--- src/hdl/auto_run_regs.svh ---
// What this block does
// - mode zero keeps the sequencer idle
// - mode one: one pass, restart resumes
// - mode two: repeats, restart resumes
// - mode three: one pass, hold last
// - mode four: one pass, restart fresh
// - mode five: repeats, restart fresh
// - mode six: hold last, restart fresh
// - frequency per step 1..7, 0..599.00 Hz
// - duration per step 0..7, 0..3600.0 s
// - direction code stop, forward, reverse
// - direction code per step 0..7, all held in one register
`ifndef AUTO_RUN_REGS_SVH
`define AUTO_RUN_REGS_SVH
// byte offsets on the register bus
`define AR_CTRL_OFS 8'h00
`define AR_STATUS_OFS 8'h04
`define AR_DIR_OFS 8'h08
`define AR_ELAPSED_OFS 8'h0C
`define AR_STEP0_OFS 8'h10
`define AR_STEP7_OFS 8'h2C
// field positions in a step register
`define AR_FREQ_LSB 0
`define AR_TIME_LSB 16
// reset values and ranges
`define AR_MODE_RST 3'h0
`define AR_FREQ_RST 16'h0000
`define AR_TIME_RST 16'h0000
`define AR_FREQ_MAX 16'hE9FC
`define AR_TIME_MAX 16'h8CA0
`define AR_MODE_MAX 3'h6
// timing: one duration unit is 0.1 s
`define AR_TIME_UNIT_NS 100000000
`define AR_CLK_PERIOD_NS 5
`define AR_TICK_CYCLES \
  ((`AR_TIME_UNIT_NS + `AR_CLK_PERIOD_NS - 1) / `AR_CLK_PERIOD_NS)
`endif

--- src/hdl/auto_run_pkg.sv ---
package auto_run_pkg;
  // sequencer mode setting
  typedef enum logic [2:0] {
    MODE_OFF = 3'h0,
    MODE_ONCE_RESUME = 3'h1,
    MODE_LOOP_RESUME = 3'h2,
    MODE_HOLD_RESUME = 3'h3,
    MODE_ONCE_FRESH = 3'h4,
    MODE_LOOP_FRESH = 3'h5,
    MODE_HOLD_FRESH = 3'h6
  } run_mode_e;
  // step direction code
  typedef enum logic [1:0] {
    DIR_STOP = 2'h0,
    DIR_FWD = 2'h1,
    DIR_REV = 2'h2
  } rot_dir_e;
  // one-hot sequencer states
  typedef enum logic [3:0] {
    ST_IDLE = 4'h1,
    ST_RUN = 4'h2,
    ST_HOLD = 4'h4,
    ST_DONE = 4'h8
  } seq_state_e;
  // step frequency or duration value
  typedef logic [15:0] step_val_t;
endpackage

--- src/hdl/reg_access_if.sv ---
`timescale 1ns/100ps
interface reg_access_if;
  logic wr_en;
  logic [7:0] wr_ofs;
  logic [31:0] wr_data;
  logic [7:0] rd_ofs;
  logic [31:0] rd_data;
  modport bus (output wr_en, output wr_ofs, output wr_data,
    output rd_ofs, input rd_data);
  modport regs (input wr_en, input wr_ofs, input wr_data,
    input rd_ofs, output rd_data);
endinterface

--- src/hdl/auto_run_sequencer.sv ---
`timescale 1ns/100ps
`include "auto_run_regs.svh"
module auto_run_sequencer
  import auto_run_pkg::*;
#(
  parameter int unsigned TICK_CYCLES = `AR_TICK_CYCLES
) (
  // clock and reset
  input wire logic core_clk,
  input wire logic srst,
  // ahb-lite register bus
  input wire logic hsel,
  input wire logic [31:0] haddr,
  input wire logic [1:0] htrans,
  input wire logic hwrite,
  input wire logic [2:0] hsize,
  input wire logic [31:0] hwdata,
  input wire logic hready,
  output logic [31:0] hrdata,
  output logic hreadyout,
  output logic hresp,
  // run command and step 0 frequency from the drive
  input wire logic run_cmd,
  input wire logic [15:0] base_freq,
  // command to the speed control stage
  output logic seq_active,
  output logic [15:0] freq_cmd,
  output logic [1:0] dir_cmd,
  output logic [2:0] step_num,
  output logic cycle_done
);

  // register storage
  run_mode_e mode_ff;
  // frequency of steps 1..7, step 0 uses base_freq
  step_val_t freq_ff [1:7];
  // duration of each step in 0.1 s units
  step_val_t time_ff [0:7];
  // direction of each step
  rot_dir_e dir_ff [0:7];

  // sequencer state
  seq_state_e state_ff, nxt_state;
  logic [2:0] step_ff, nxt_step;
  step_val_t elapsed_ff, nxt_elapsed;
  // an interrupted step waits to be resumed
  logic resume_ff, nxt_resume;
  logic done_ff, nxt_done;
  logic run_q_ff;

  // outputs
  logic seq_active_ff;
  logic [15:0] freq_cmd_ff;
  logic [1:0] dir_cmd_ff;
  logic [2:0] step_num_ff;

  // decode helpers
  logic tick;
  logic start;
  logic mode_off;
  logic resume_mode;
  logic loop_mode;
  logic hold_mode;
  logic step_end;

  reg_access_if rif ();

  // clamp a written value to its documented range
  function automatic step_val_t clamp16(input logic [15:0] val,
      input logic [15:0] max);
    clamp16 = (val > max) ? max : val;
  endfunction

  // true when a byte offset names one of the step registers
  function automatic logic is_step(input logic [7:0] ofs);
    is_step = (ofs >= `AR_STEP0_OFS) && (ofs <= `AR_STEP7_OFS);
  endfunction

  // step number of a step register offset
  function automatic logic [2:0] step_of(input logic [7:0] ofs);
    logic [7:0] rel;
    rel = ofs - `AR_STEP0_OFS;
    step_of = rel[4:2];
  endfunction

  // a code of 3 is not a direction, it is taken as stop
  function automatic rot_dir_e dir_code(input logic [1:0] code);
    dir_code = (code == 2'h3) ? DIR_STOP : rot_dir_e'(code);
  endfunction

  // frequency that a step drives
  function automatic step_val_t step_freq(input logic [2:0] idx);
    step_freq = (idx == 3'h0) ? base_freq : freq_ff[idx];
  endfunction

  // bus slave front end
  ahb_reg_port u_bus (
    .core_clk (core_clk),
    .srst (srst),
    .hsel (hsel),
    .haddr (haddr),
    .htrans (htrans),
    .hwrite (hwrite),
    .hwdata (hwdata),
    .hready (hready),
    .hrdata (hrdata),
    .hreadyout (hreadyout),
    .hresp (hresp),
    .rif (rif.bus)
  );

  // 0.1 s time base, only runs while a step is timing
  tick_divider #(
    .TICK_CYCLES (TICK_CYCLES)
  ) u_tick (
    .core_clk (core_clk),
    .srst (srst),
    .enable (state_ff == ST_RUN),
    .tick (tick)
  );

  // mode register, values above six are ignored
  always_ff @(posedge core_clk) begin
    if (srst) begin
      mode_ff <= run_mode_e'(`AR_MODE_RST);
    end else if (rif.wr_en && (rif.wr_ofs == `AR_CTRL_OFS)) begin
      if (rif.wr_data[2:0] <= `AR_MODE_MAX) begin
        mode_ff <= run_mode_e'(rif.wr_data[2:0]);
      end
    end
  end

  // per-step frequency and duration registers
  always_ff @(posedge core_clk) begin
    if (srst) begin
      for (int i = 0; i < 8; i++) begin
        time_ff[i] <= `AR_TIME_RST;
      end
      for (int i = 1; i < 8; i++) begin
        freq_ff[i] <= `AR_FREQ_RST;
      end
    end else if (rif.wr_en && is_step(rif.wr_ofs)) begin
      time_ff[step_of(rif.wr_ofs)] <= clamp16(
        rif.wr_data[`AR_TIME_LSB +: 16], `AR_TIME_MAX);
      if (step_of(rif.wr_ofs) != 3'h0) begin
        freq_ff[step_of(rif.wr_ofs)] <= clamp16(
          rif.wr_data[`AR_FREQ_LSB +: 16], `AR_FREQ_MAX);
      end
    end
  end

  // direction codes, two bits per step
  always_ff @(posedge core_clk) begin
    if (srst) begin
      for (int i = 0; i < 8; i++) begin
        dir_ff[i] <= DIR_STOP;
      end
    end else if (rif.wr_en && (rif.wr_ofs == `AR_DIR_OFS)) begin
      for (int i = 0; i < 8; i++) begin
        dir_ff[i] <= dir_code(rif.wr_data[2*i +: 2]);
      end
    end
  end

  // register read data, unmapped offsets read zero
  always_comb begin
    rif.rd_data = 32'h0;
    if (rif.rd_ofs == `AR_CTRL_OFS) begin
      rif.rd_data = {29'h0, mode_ff};
    end else if (rif.rd_ofs == `AR_STATUS_OFS) begin
      rif.rd_data = {23'h0, step_ff, resume_ff, done_ff, state_ff};
    end else if (rif.rd_ofs == `AR_DIR_OFS) begin
      for (int i = 0; i < 8; i++) begin
        rif.rd_data[2*i +: 2] = dir_ff[i];
      end
    end else if (rif.rd_ofs == `AR_ELAPSED_OFS) begin
      rif.rd_data = {16'h0, elapsed_ff};
    end else if (is_step(rif.rd_ofs)) begin
      rif.rd_data[`AR_TIME_LSB +: 16] = time_ff[step_of(rif.rd_ofs)];
      if (step_of(rif.rd_ofs) != 3'h0) begin
        rif.rd_data[`AR_FREQ_LSB +: 16] = freq_ff[step_of(rif.rd_ofs)];
      end
    end
  end

  // mode decode
  assign mode_off = (mode_ff == MODE_OFF);
  assign resume_mode = (mode_ff == MODE_ONCE_RESUME) ||
    (mode_ff == MODE_LOOP_RESUME) || (mode_ff == MODE_HOLD_RESUME);
  assign loop_mode = (mode_ff == MODE_LOOP_RESUME) ||
    (mode_ff == MODE_LOOP_FRESH);
  assign hold_mode = (mode_ff == MODE_HOLD_RESUME) ||
    (mode_ff == MODE_HOLD_FRESH);
  // a start is the rising edge of the run command
  assign start = run_cmd && !run_q_ff;
  // step ends once its duration is used up
  assign step_end = (elapsed_ff >= time_ff[step_ff]);

  // run command edge detect
  always_ff @(posedge core_clk) begin
    if (srst) begin
      run_q_ff <= 1'b0;
    end else begin
      run_q_ff <= run_cmd;
    end
  end

  // sequencer next state
  always_comb begin
    nxt_state = state_ff;
    nxt_step = step_ff;
    nxt_elapsed = elapsed_ff;
    nxt_resume = resume_ff;
    nxt_done = done_ff;
    case (state_ff)
      ST_IDLE: begin
        // no start while mode is zero
        if (start && !mode_off) begin
          nxt_state = ST_RUN;
          nxt_done = 1'b0;
          nxt_resume = 1'b0;
          // resume modes keep the unfinished step
          // fresh modes always restart at step 0
          if (!(resume_mode && resume_ff)) begin
            nxt_step = 3'h0;
            nxt_elapsed = 16'h0;
          end
        end
      end
      ST_RUN: begin
        if (mode_off) begin
          nxt_state = ST_IDLE;
          nxt_resume = 1'b0;
          nxt_step = 3'h0;
          nxt_elapsed = 16'h0;
        end else if (!run_cmd) begin
          // keep step and time for a resume
          nxt_state = ST_IDLE;
          nxt_resume = 1'b1;
        end else if (step_end) begin
          nxt_elapsed = 16'h0;
          if (step_ff != 3'h7) begin
            nxt_step = step_ff + 3'h1;
          end else if (loop_mode) begin
            // periodic modes wrap to step 0
            nxt_step = 3'h0;
          end else if (hold_mode) begin
            // keep running at the final step
            nxt_state = ST_HOLD;
          end else begin
            nxt_state = ST_DONE;
            nxt_done = 1'b1;
          end
        end else if (tick) begin
          nxt_elapsed = elapsed_ff + 16'h1;
        end
      end
      ST_HOLD: begin
        // a finished hold always restarts fresh
        if (mode_off || !run_cmd) begin
          nxt_state = ST_IDLE;
          nxt_resume = 1'b0;
          nxt_step = 3'h0;
        end
      end
      ST_DONE: begin
        // wait for the run command to drop before a new cycle
        if (mode_off || !run_cmd) begin
          nxt_state = ST_IDLE;
          nxt_resume = 1'b0;
          nxt_step = 3'h0;
        end
      end
      default: begin
        nxt_state = ST_IDLE;
      end
    endcase
  end

  // sequencer state registers
  always_ff @(posedge core_clk) begin
    if (srst) begin
      state_ff <= ST_IDLE;
      step_ff <= 3'h0;
      elapsed_ff <= 16'h0;
      resume_ff <= 1'b0;
      done_ff <= 1'b0;
    end else begin
      state_ff <= nxt_state;
      step_ff <= nxt_step;
      elapsed_ff <= nxt_elapsed;
      resume_ff <= nxt_resume;
      done_ff <= nxt_done;
    end
  end

  // drive command, built from next state so it lines up with it
  always_ff @(posedge core_clk) begin
    if (srst) begin
      seq_active_ff <= 1'b0;
      freq_cmd_ff <= 16'h0;
      dir_cmd_ff <= DIR_STOP;
      step_num_ff <= 3'h0;
    end else begin
      step_num_ff <= nxt_step;
      if (nxt_state == ST_RUN) begin
        seq_active_ff <= 1'b1;
        freq_cmd_ff <= step_freq(nxt_step);
        dir_cmd_ff <= dir_ff[nxt_step];
      end else if (nxt_state == ST_HOLD) begin
        seq_active_ff <= 1'b1;
        freq_cmd_ff <= step_freq(3'h7);
        dir_cmd_ff <= dir_ff[7];
      end else begin
        seq_active_ff <= 1'b0;
        freq_cmd_ff <= 16'h0;
        dir_cmd_ff <= DIR_STOP;
      end
    end
  end

  assign seq_active = seq_active_ff;
  assign freq_cmd = freq_cmd_ff;
  assign dir_cmd = dir_cmd_ff;
  assign step_num = step_num_ff;
  assign cycle_done = done_ff;
endmodule // auto_run_sequencer

--- src/hdl/tick_divider.sv ---
`timescale 1ns/100ps
module tick_divider #(
  parameter int unsigned TICK_CYCLES = 20000000
) (
  // clock and reset
  input wire logic core_clk,
  input wire logic srst,
  // count only while enabled
  input wire logic enable,
  output logic tick
);
  // cycles into the current unit
  logic [31:0] cnt_ff;
  logic tick_ff;

  // a pause drops the partial unit, so timing restarts clean
  always_ff @(posedge core_clk) begin
    if (srst || !enable) begin
      cnt_ff <= 32'h0;
      tick_ff <= 1'b0;
    end else if (cnt_ff == 32'(TICK_CYCLES - 1)) begin
      cnt_ff <= 32'h0;
      tick_ff <= 1'b1;
    end else begin
      cnt_ff <= cnt_ff + 32'h1;
      tick_ff <= 1'b0;
    end
  end

  assign tick = tick_ff;
endmodule // tick_divider

--- src/hdl/ahb_reg_port.sv ---
`timescale 1ns/100ps
module ahb_reg_port (
  // clock and reset
  input wire logic core_clk,
  input wire logic srst,
  // ahb-lite slave side
  input wire logic hsel,
  input wire logic [31:0] haddr,
  input wire logic [1:0] htrans,
  input wire logic hwrite,
  input wire logic [31:0] hwdata,
  input wire logic hready,
  output logic [31:0] hrdata,
  output logic hreadyout,
  output logic hresp,
  // register file side
  reg_access_if.bus rif
);
  logic take;
  logic in_map;
  logic wr_pend_ff;
  logic rd_pend_ff;
  logic rd_map_ff;
  logic [7:0] ofs_ff;
  logic [31:0] hrdata_ff;
  logic hready_ff;
  logic hresp_ff;

  // address phase accepted on a nonseq/seq transfer
  assign take = hsel && hready && htrans[1];
  // only aligned words in the first 256 bytes are mapped
  assign in_map = (haddr[31:8] == 24'h0) && (haddr[1:0] == 2'h0);

  // capture the address phase
  always_ff @(posedge core_clk) begin
    if (srst) begin
      wr_pend_ff <= 1'b0;
      rd_pend_ff <= 1'b0;
      rd_map_ff <= 1'b0;
      ofs_ff <= 8'h0;
    end else begin
      wr_pend_ff <= take && hwrite && in_map;
      rd_pend_ff <= take && !hwrite;
      rd_map_ff <= in_map;
      if (take) begin
        ofs_ff <= haddr[7:0];
      end
    end
  end

  // reads wait one cycle so a write just before is visible
  always_ff @(posedge core_clk) begin
    if (srst) begin
      hready_ff <= 1'b1;
      hrdata_ff <= 32'h0;
    end else if (take && !hwrite) begin
      hready_ff <= 1'b0;
    end else if (rd_pend_ff) begin
      hready_ff <= 1'b1;
      hrdata_ff <= rd_map_ff ? rif.rd_data : 32'h0;
    end
  end

  // the response is always okay
  always_ff @(posedge core_clk) begin
    hresp_ff <= 1'b0;
  end

  assign rif.wr_en = wr_pend_ff;
  assign rif.wr_ofs = ofs_ff;
  assign rif.wr_data = hwdata;
  assign rif.rd_ofs = ofs_ff;
  assign hrdata = hrdata_ff;
  assign hreadyout = hready_ff;
  assign hresp = hresp_ff;
endmodule // ahb_reg_port

--- config.mk ---
export PLATFORM = sky130hd
export DESIGN_NAME = auto_run_sequencer
export DESIGN_NICKNAME = d
export VERILOG_FILES = /design/src/hdl/auto_run_pkg.sv /design/src/hdl/reg_access_if.sv /design/src/hdl/auto_run_sequencer.sv /design/src/hdl/tick_divider.sv /design/src/hdl/ahb_reg_port.sv
export VERILOG_INCLUDE_DIRS = /design/src /design/src/hdl
export SDC_FILE = /design/constraint.sdc
export NUM_CORES = 1
export LEC_CHECK = 0
export BUFFER_PORTS_ARGS = -buffer_cell sky130_fd_sc_hd__clkbuf_2
export CAP_MARGIN = 20
export CORE_ASPECT_RATIO = 0.8
export CORE_MARGIN = 2
export CORE_UTILIZATION = 25
export DETAILED_ROUTE_END_ITERATION = 8
export PLACE_DENSITY = 0.52
export SLEW_MARGIN = 15
export SYNTH_ARGS = -nofsm -noshare
export SYNTH_HDL_FRONTEND = slang
export SYNTH_SLANG_ARGS = --single-unit
export TNS_END_PERCENT = 5
--- constraint.sdc ---
create_clock -name core_clk -period 4.5 [get_ports core_clk]
set_input_delay 0.45 -clock core_clk [delete_from_list [all_inputs] [get_ports core_clk]]
set_output_delay 0.45 -clock core_clk [all_outputs]
set_load 0.02 [all_outputs]
==> parameters.txt <==
Parameter                              Value

STA
  Setup repair after global routing missed its margin    false
  Actual transition at the worst max-transition pin    1.06 ns
  Clock period minus final worst setup slack    4.28 ns
  Worst setup skew after layout    0.0244 ns
  Final worst path period share    0.951
  Number of max-slew violations in the final report    0
  Fmax    between 200 and 250 MHz
  Slew margin rel.    0.292
  Sum Neg Setup Slack    0 ns
  Final Hold Fails    0
  Hold Slack    0.131 ns
  Setup violators final    0

Final layout
  Share of cells above drive strength 1    0.243
  Most frequent standard cell in the layout excluding fill and tap cells    sky130_fd_sc_hd__nor2_1
  Number of diodes added for antenna fixing    0
  Utilization of the core after routing    0.305
  Commonest cells after routing, fill and taps aside    sky130_fd_sc_hd__nor2_1, sky130_fd_sc_hd__edfxtp_1, sky130_fd_sc_hd__clkbuf_2, sky130_fd_sc_hd__nand2_1, sky130_fd_sc_hd__dfxtp_1
  Layout-stage area growth over the synthesis result    20.5%
  Count of nets after finishing    roughly 2000

Synth
  Number of flops mapped to enable cells by yosys    272
  Cells taking the most area after synthesis    sky130_fd_sc_hd__edfxtp_1, sky130_fd_sc_hd__dfxtp_1, sky130_fd_sc_hd__mux4_2
  Yosys cell types    77
  Total of flip-flops plus latches after synthesis    roughly 400
  Ys Warns    0
  Synthesized netlist cell count    1702
  Most area-hungry cell type in the Yosys netlist    sky130_fd_sc_hd__edfxtp_1
  Synth Area per Inst    11.5 µm²
  Post-Syn Area    19600 µm²
  Yosys top cell area share    0.417
  Share of synthesized flip-flops with an asynchronous set or reset    0
  Most used flip-flop cell after synthesis    sky130_fd_sc_hd__edfxtp_1
  Sequential fraction of the synthesis area    0.545

Routing
  Number of antenna-violating nets in the routed design    0
  Via count    roughly 15000
  Remaining routing DRC violations    1
  Number of design-rule violations left by the first detailed-router iteration    roughly 1400
  DR WL/cell    22.0 µm
  Detailed-router iteration count before antenna repair    9
  Per-cell via count in the routed design    between 5 and 6
  Post-detailed-routing wire length    65000 µm

Critical path
  Arrival time of data at the critical path endpoint    4.72 ns
  Cell seen most often among critical-path stages    sky130_fd_sc_hd__buf_4
  Critical path peak fanout    17
  Critical Path Sink Type    register
  WP data required    4.94 ns
  Critical path's top delay family    compound AO/OA/AOI/OAI gates
  Worst path slowest cell    sky130_fd_sc_hd__mux4_2
  Delay contributed by the slowest stage of the critical path    0.55 ns
  Cells along the critical path    buf_4 -> mux4_2 -> mux2i_1 -> buf_4 -> ha_1 -> a21oi_1 -> o21ai_0 -> buf_4 -> nor4_2 -> o21ai_1 -> buf_4 -> a21boi_2 -> nor2_4 -> buf_4 -> a2111oi_0 -> o32ai_1
  Critical path buffer and inverter count    5
  Setup Crit Path Kind    reg -> reg
  Startpoint kind of the worst setup timing path    register

Floorplanning
  Chip width    317 µm
  DIE AREA    80600 µm²
  Row count    91
  Initial standard-cell utilization of the core    0.253
  Floorplan core area    77300 µm²
  Vertical die dimension    roughly 250 µm
  I/O pin total    ~150

CTS
  Number of levels the H-tree was split into    2
  Post-CTS clock slew at the launch and capture registers of the worst setup and hold paths    about 0.060 ns
  Worst-skew pair later-pin latency    around 0.59 ns
  # clock sinks    between 300 and 400
  Worst-case clock buffer depth    3
  CTS tree    built
  Num CTS Buffers    45
  Clock root buffer    sky130_fd_sc_hd__clkbuf_16

GRT
  Vias in the first global route    14700
  Overflow left after global routing    0
  Global-route wire length before repair    95000 µm
  Gr usage total    0.159
  Pin count of the biggest net entering global routing    54
  Antenna violations before repair    1

Place
  Count of input and output buffers    142
  Final GP Congestion    0.900
  HPWL Detailed    45100 µm

Power
  Maximum VDD drop    210 µV
  Leakage power    8.46 nW
  PD cells    between 300 and 400 nW/µm²

Run status
  Run status    finished, violations left
  Violated checks    design-rule violations

Job
  Max-cap check violation count    0

Hold path
  Hold Crit Class    in -> reg
[routing by layer]
metal  global-route usage  vias to the layer above  routed length [µm]
li1                     -                     6631                   -
met1                0.220                     7424               28600
met2                0.257                      623               30100
met3               0.0254                       78                5040
met4               0.0412                        2                1260
met5                    0                        -                  12
[final cells by class]
cell class | count | area, µm²
well taps | 1023 | 1280
inverters | 32 | 120
clock buffers | 66 | 1330
repair buffers | 243 | 1570
fillers | 7798 | 53700
flip-flops and latches | 397 | 10700
clock inverters | 18 | 216
multi-input cells | 1171 | 8390
[report_power, final]
part	internal, W	total (W)	switching (W)
Combinational	0.000176	0.000465	0.000289
Clock	0.00229	0.00385	0.00156
Sequential	0.00399	0.00404	0.0000586
[worst reg2reg max path: cells and delay by family (launching register included)]
kind,cells,cell delay (ns)
compound gates,6,1.47
buf+inv,5,1.01
mux,2,0.74
flops,1,0.35
simple gates,2,0.35
fa+ha+maj,1,0.23
[cell usage after synthesis, types with 15 or more instances]
master,count
sky130_fd_sc_hd__a211oi_1,15
sky130_fd_sc_hd__a21oi_1,52
sky130_fd_sc_hd__a22oi_1,22
sky130_fd_sc_hd__and3_1,24
sky130_fd_sc_hd__buf_1,18
sky130_fd_sc_hd__clkbuf_1,86
sky130_fd_sc_hd__dfxtp_1,125
sky130_fd_sc_hd__edfxtp_1,272
sky130_fd_sc_hd__ha_1,20
sky130_fd_sc_hd__inv_1,32
sky130_fd_sc_hd__mux2_2,16
sky130_fd_sc_hd__mux2i_1,56
sky130_fd_sc_hd__mux4_2,99
sky130_fd_sc_hd__nand2_1,125
sky130_fd_sc_hd__nand2b_1,18
sky130_fd_sc_hd__nand3_1,45
sky130_fd_sc_hd__nor2_1,374
sky130_fd_sc_hd__nor3_1,16
sky130_fd_sc_hd__o21ai_0,27
sky130_fd_sc_hd__o22ai_1,16
sky130_fd_sc_hd__xnor2_1,15
sky130_fd_sc_hd__xor2_1,23
[state kept, by name, indices dropped and copies added, names as in the netlist, 2 cells and up]
| name | flops |
|---|---|
| dir_cmd | 2 |
| freq_ff | 128 |
| u_bus.rif.rd_ofs | 8 |
| state_ff | 4 |
| time_ff | 128 |
| u_tick.cnt_ff | 32 |
| u_bus.hrdata | 32 |
| elapsed_ff | 16 |
| mode_ff | 3 |
| freq_cmd | 16 |
| step_num | 3 |
| dir_ff | 16 |
[cell families (layout without fill, tap and decap cells)]
kind of cell	count (synthesis)	in the layout	share of synthesized area
XOR/XNOR	38	38	0.0170
adder cells (fa/ha/maj)	20	20	0.0128
other	1	17	0.000192
AND/OR/NAND/NOR	698	698	0.161
multiplexers	175	175	0.154
buffers and inverters	150	359	0.0306
flip-flops	397	397	0.545
AO/OA/AOI/OAI	223	223	0.0796
[stage by stage]
step | cell area, µm² | std cells | setup WS, ns | power (W)
2_1_floorplan | 19600 | 1718 | 0.0698 | 0.00436
3_3_place_gp | 22000 | 2866 | 0.157 | 0.00458
3_5_place_dp | 22000 | 2866 | 0.0839 | 0.00459
4_1_cts | 23600 | 2950 | 0.0949 | 0.00844
5_1_grt | 23600 | 2950 | 0.0362 | 0.00860
6_report | 23600 | 2950 | 0.220 | 0.00836
[path summary, 6_finish.rpt]
check	start	to	slack, ns	cells past startpoint
hold / removal	hwrite	u_bus.rd_pend_ff	0.13	2
setup reg to reg	step_num[0]	dir_cmd[1]	0.22	16
hold reg to reg	u_tick.cnt_ff[0]	u_tick.cnt_ff[0]	0.48	1
setup / recovery	step_num[0]	dir_cmd[1]	0.22	16
[what timing repair did]
| action | in CTS | in global routing |
|---|---|---|
| hold buffers | 0 | 0 |
| buffers inserted | 0 | 0 |
| resized for setup | 0 | 1 |
| endpoints found under the setup margin | 0 | 9 |
Power figures use the tool's default switching activity.
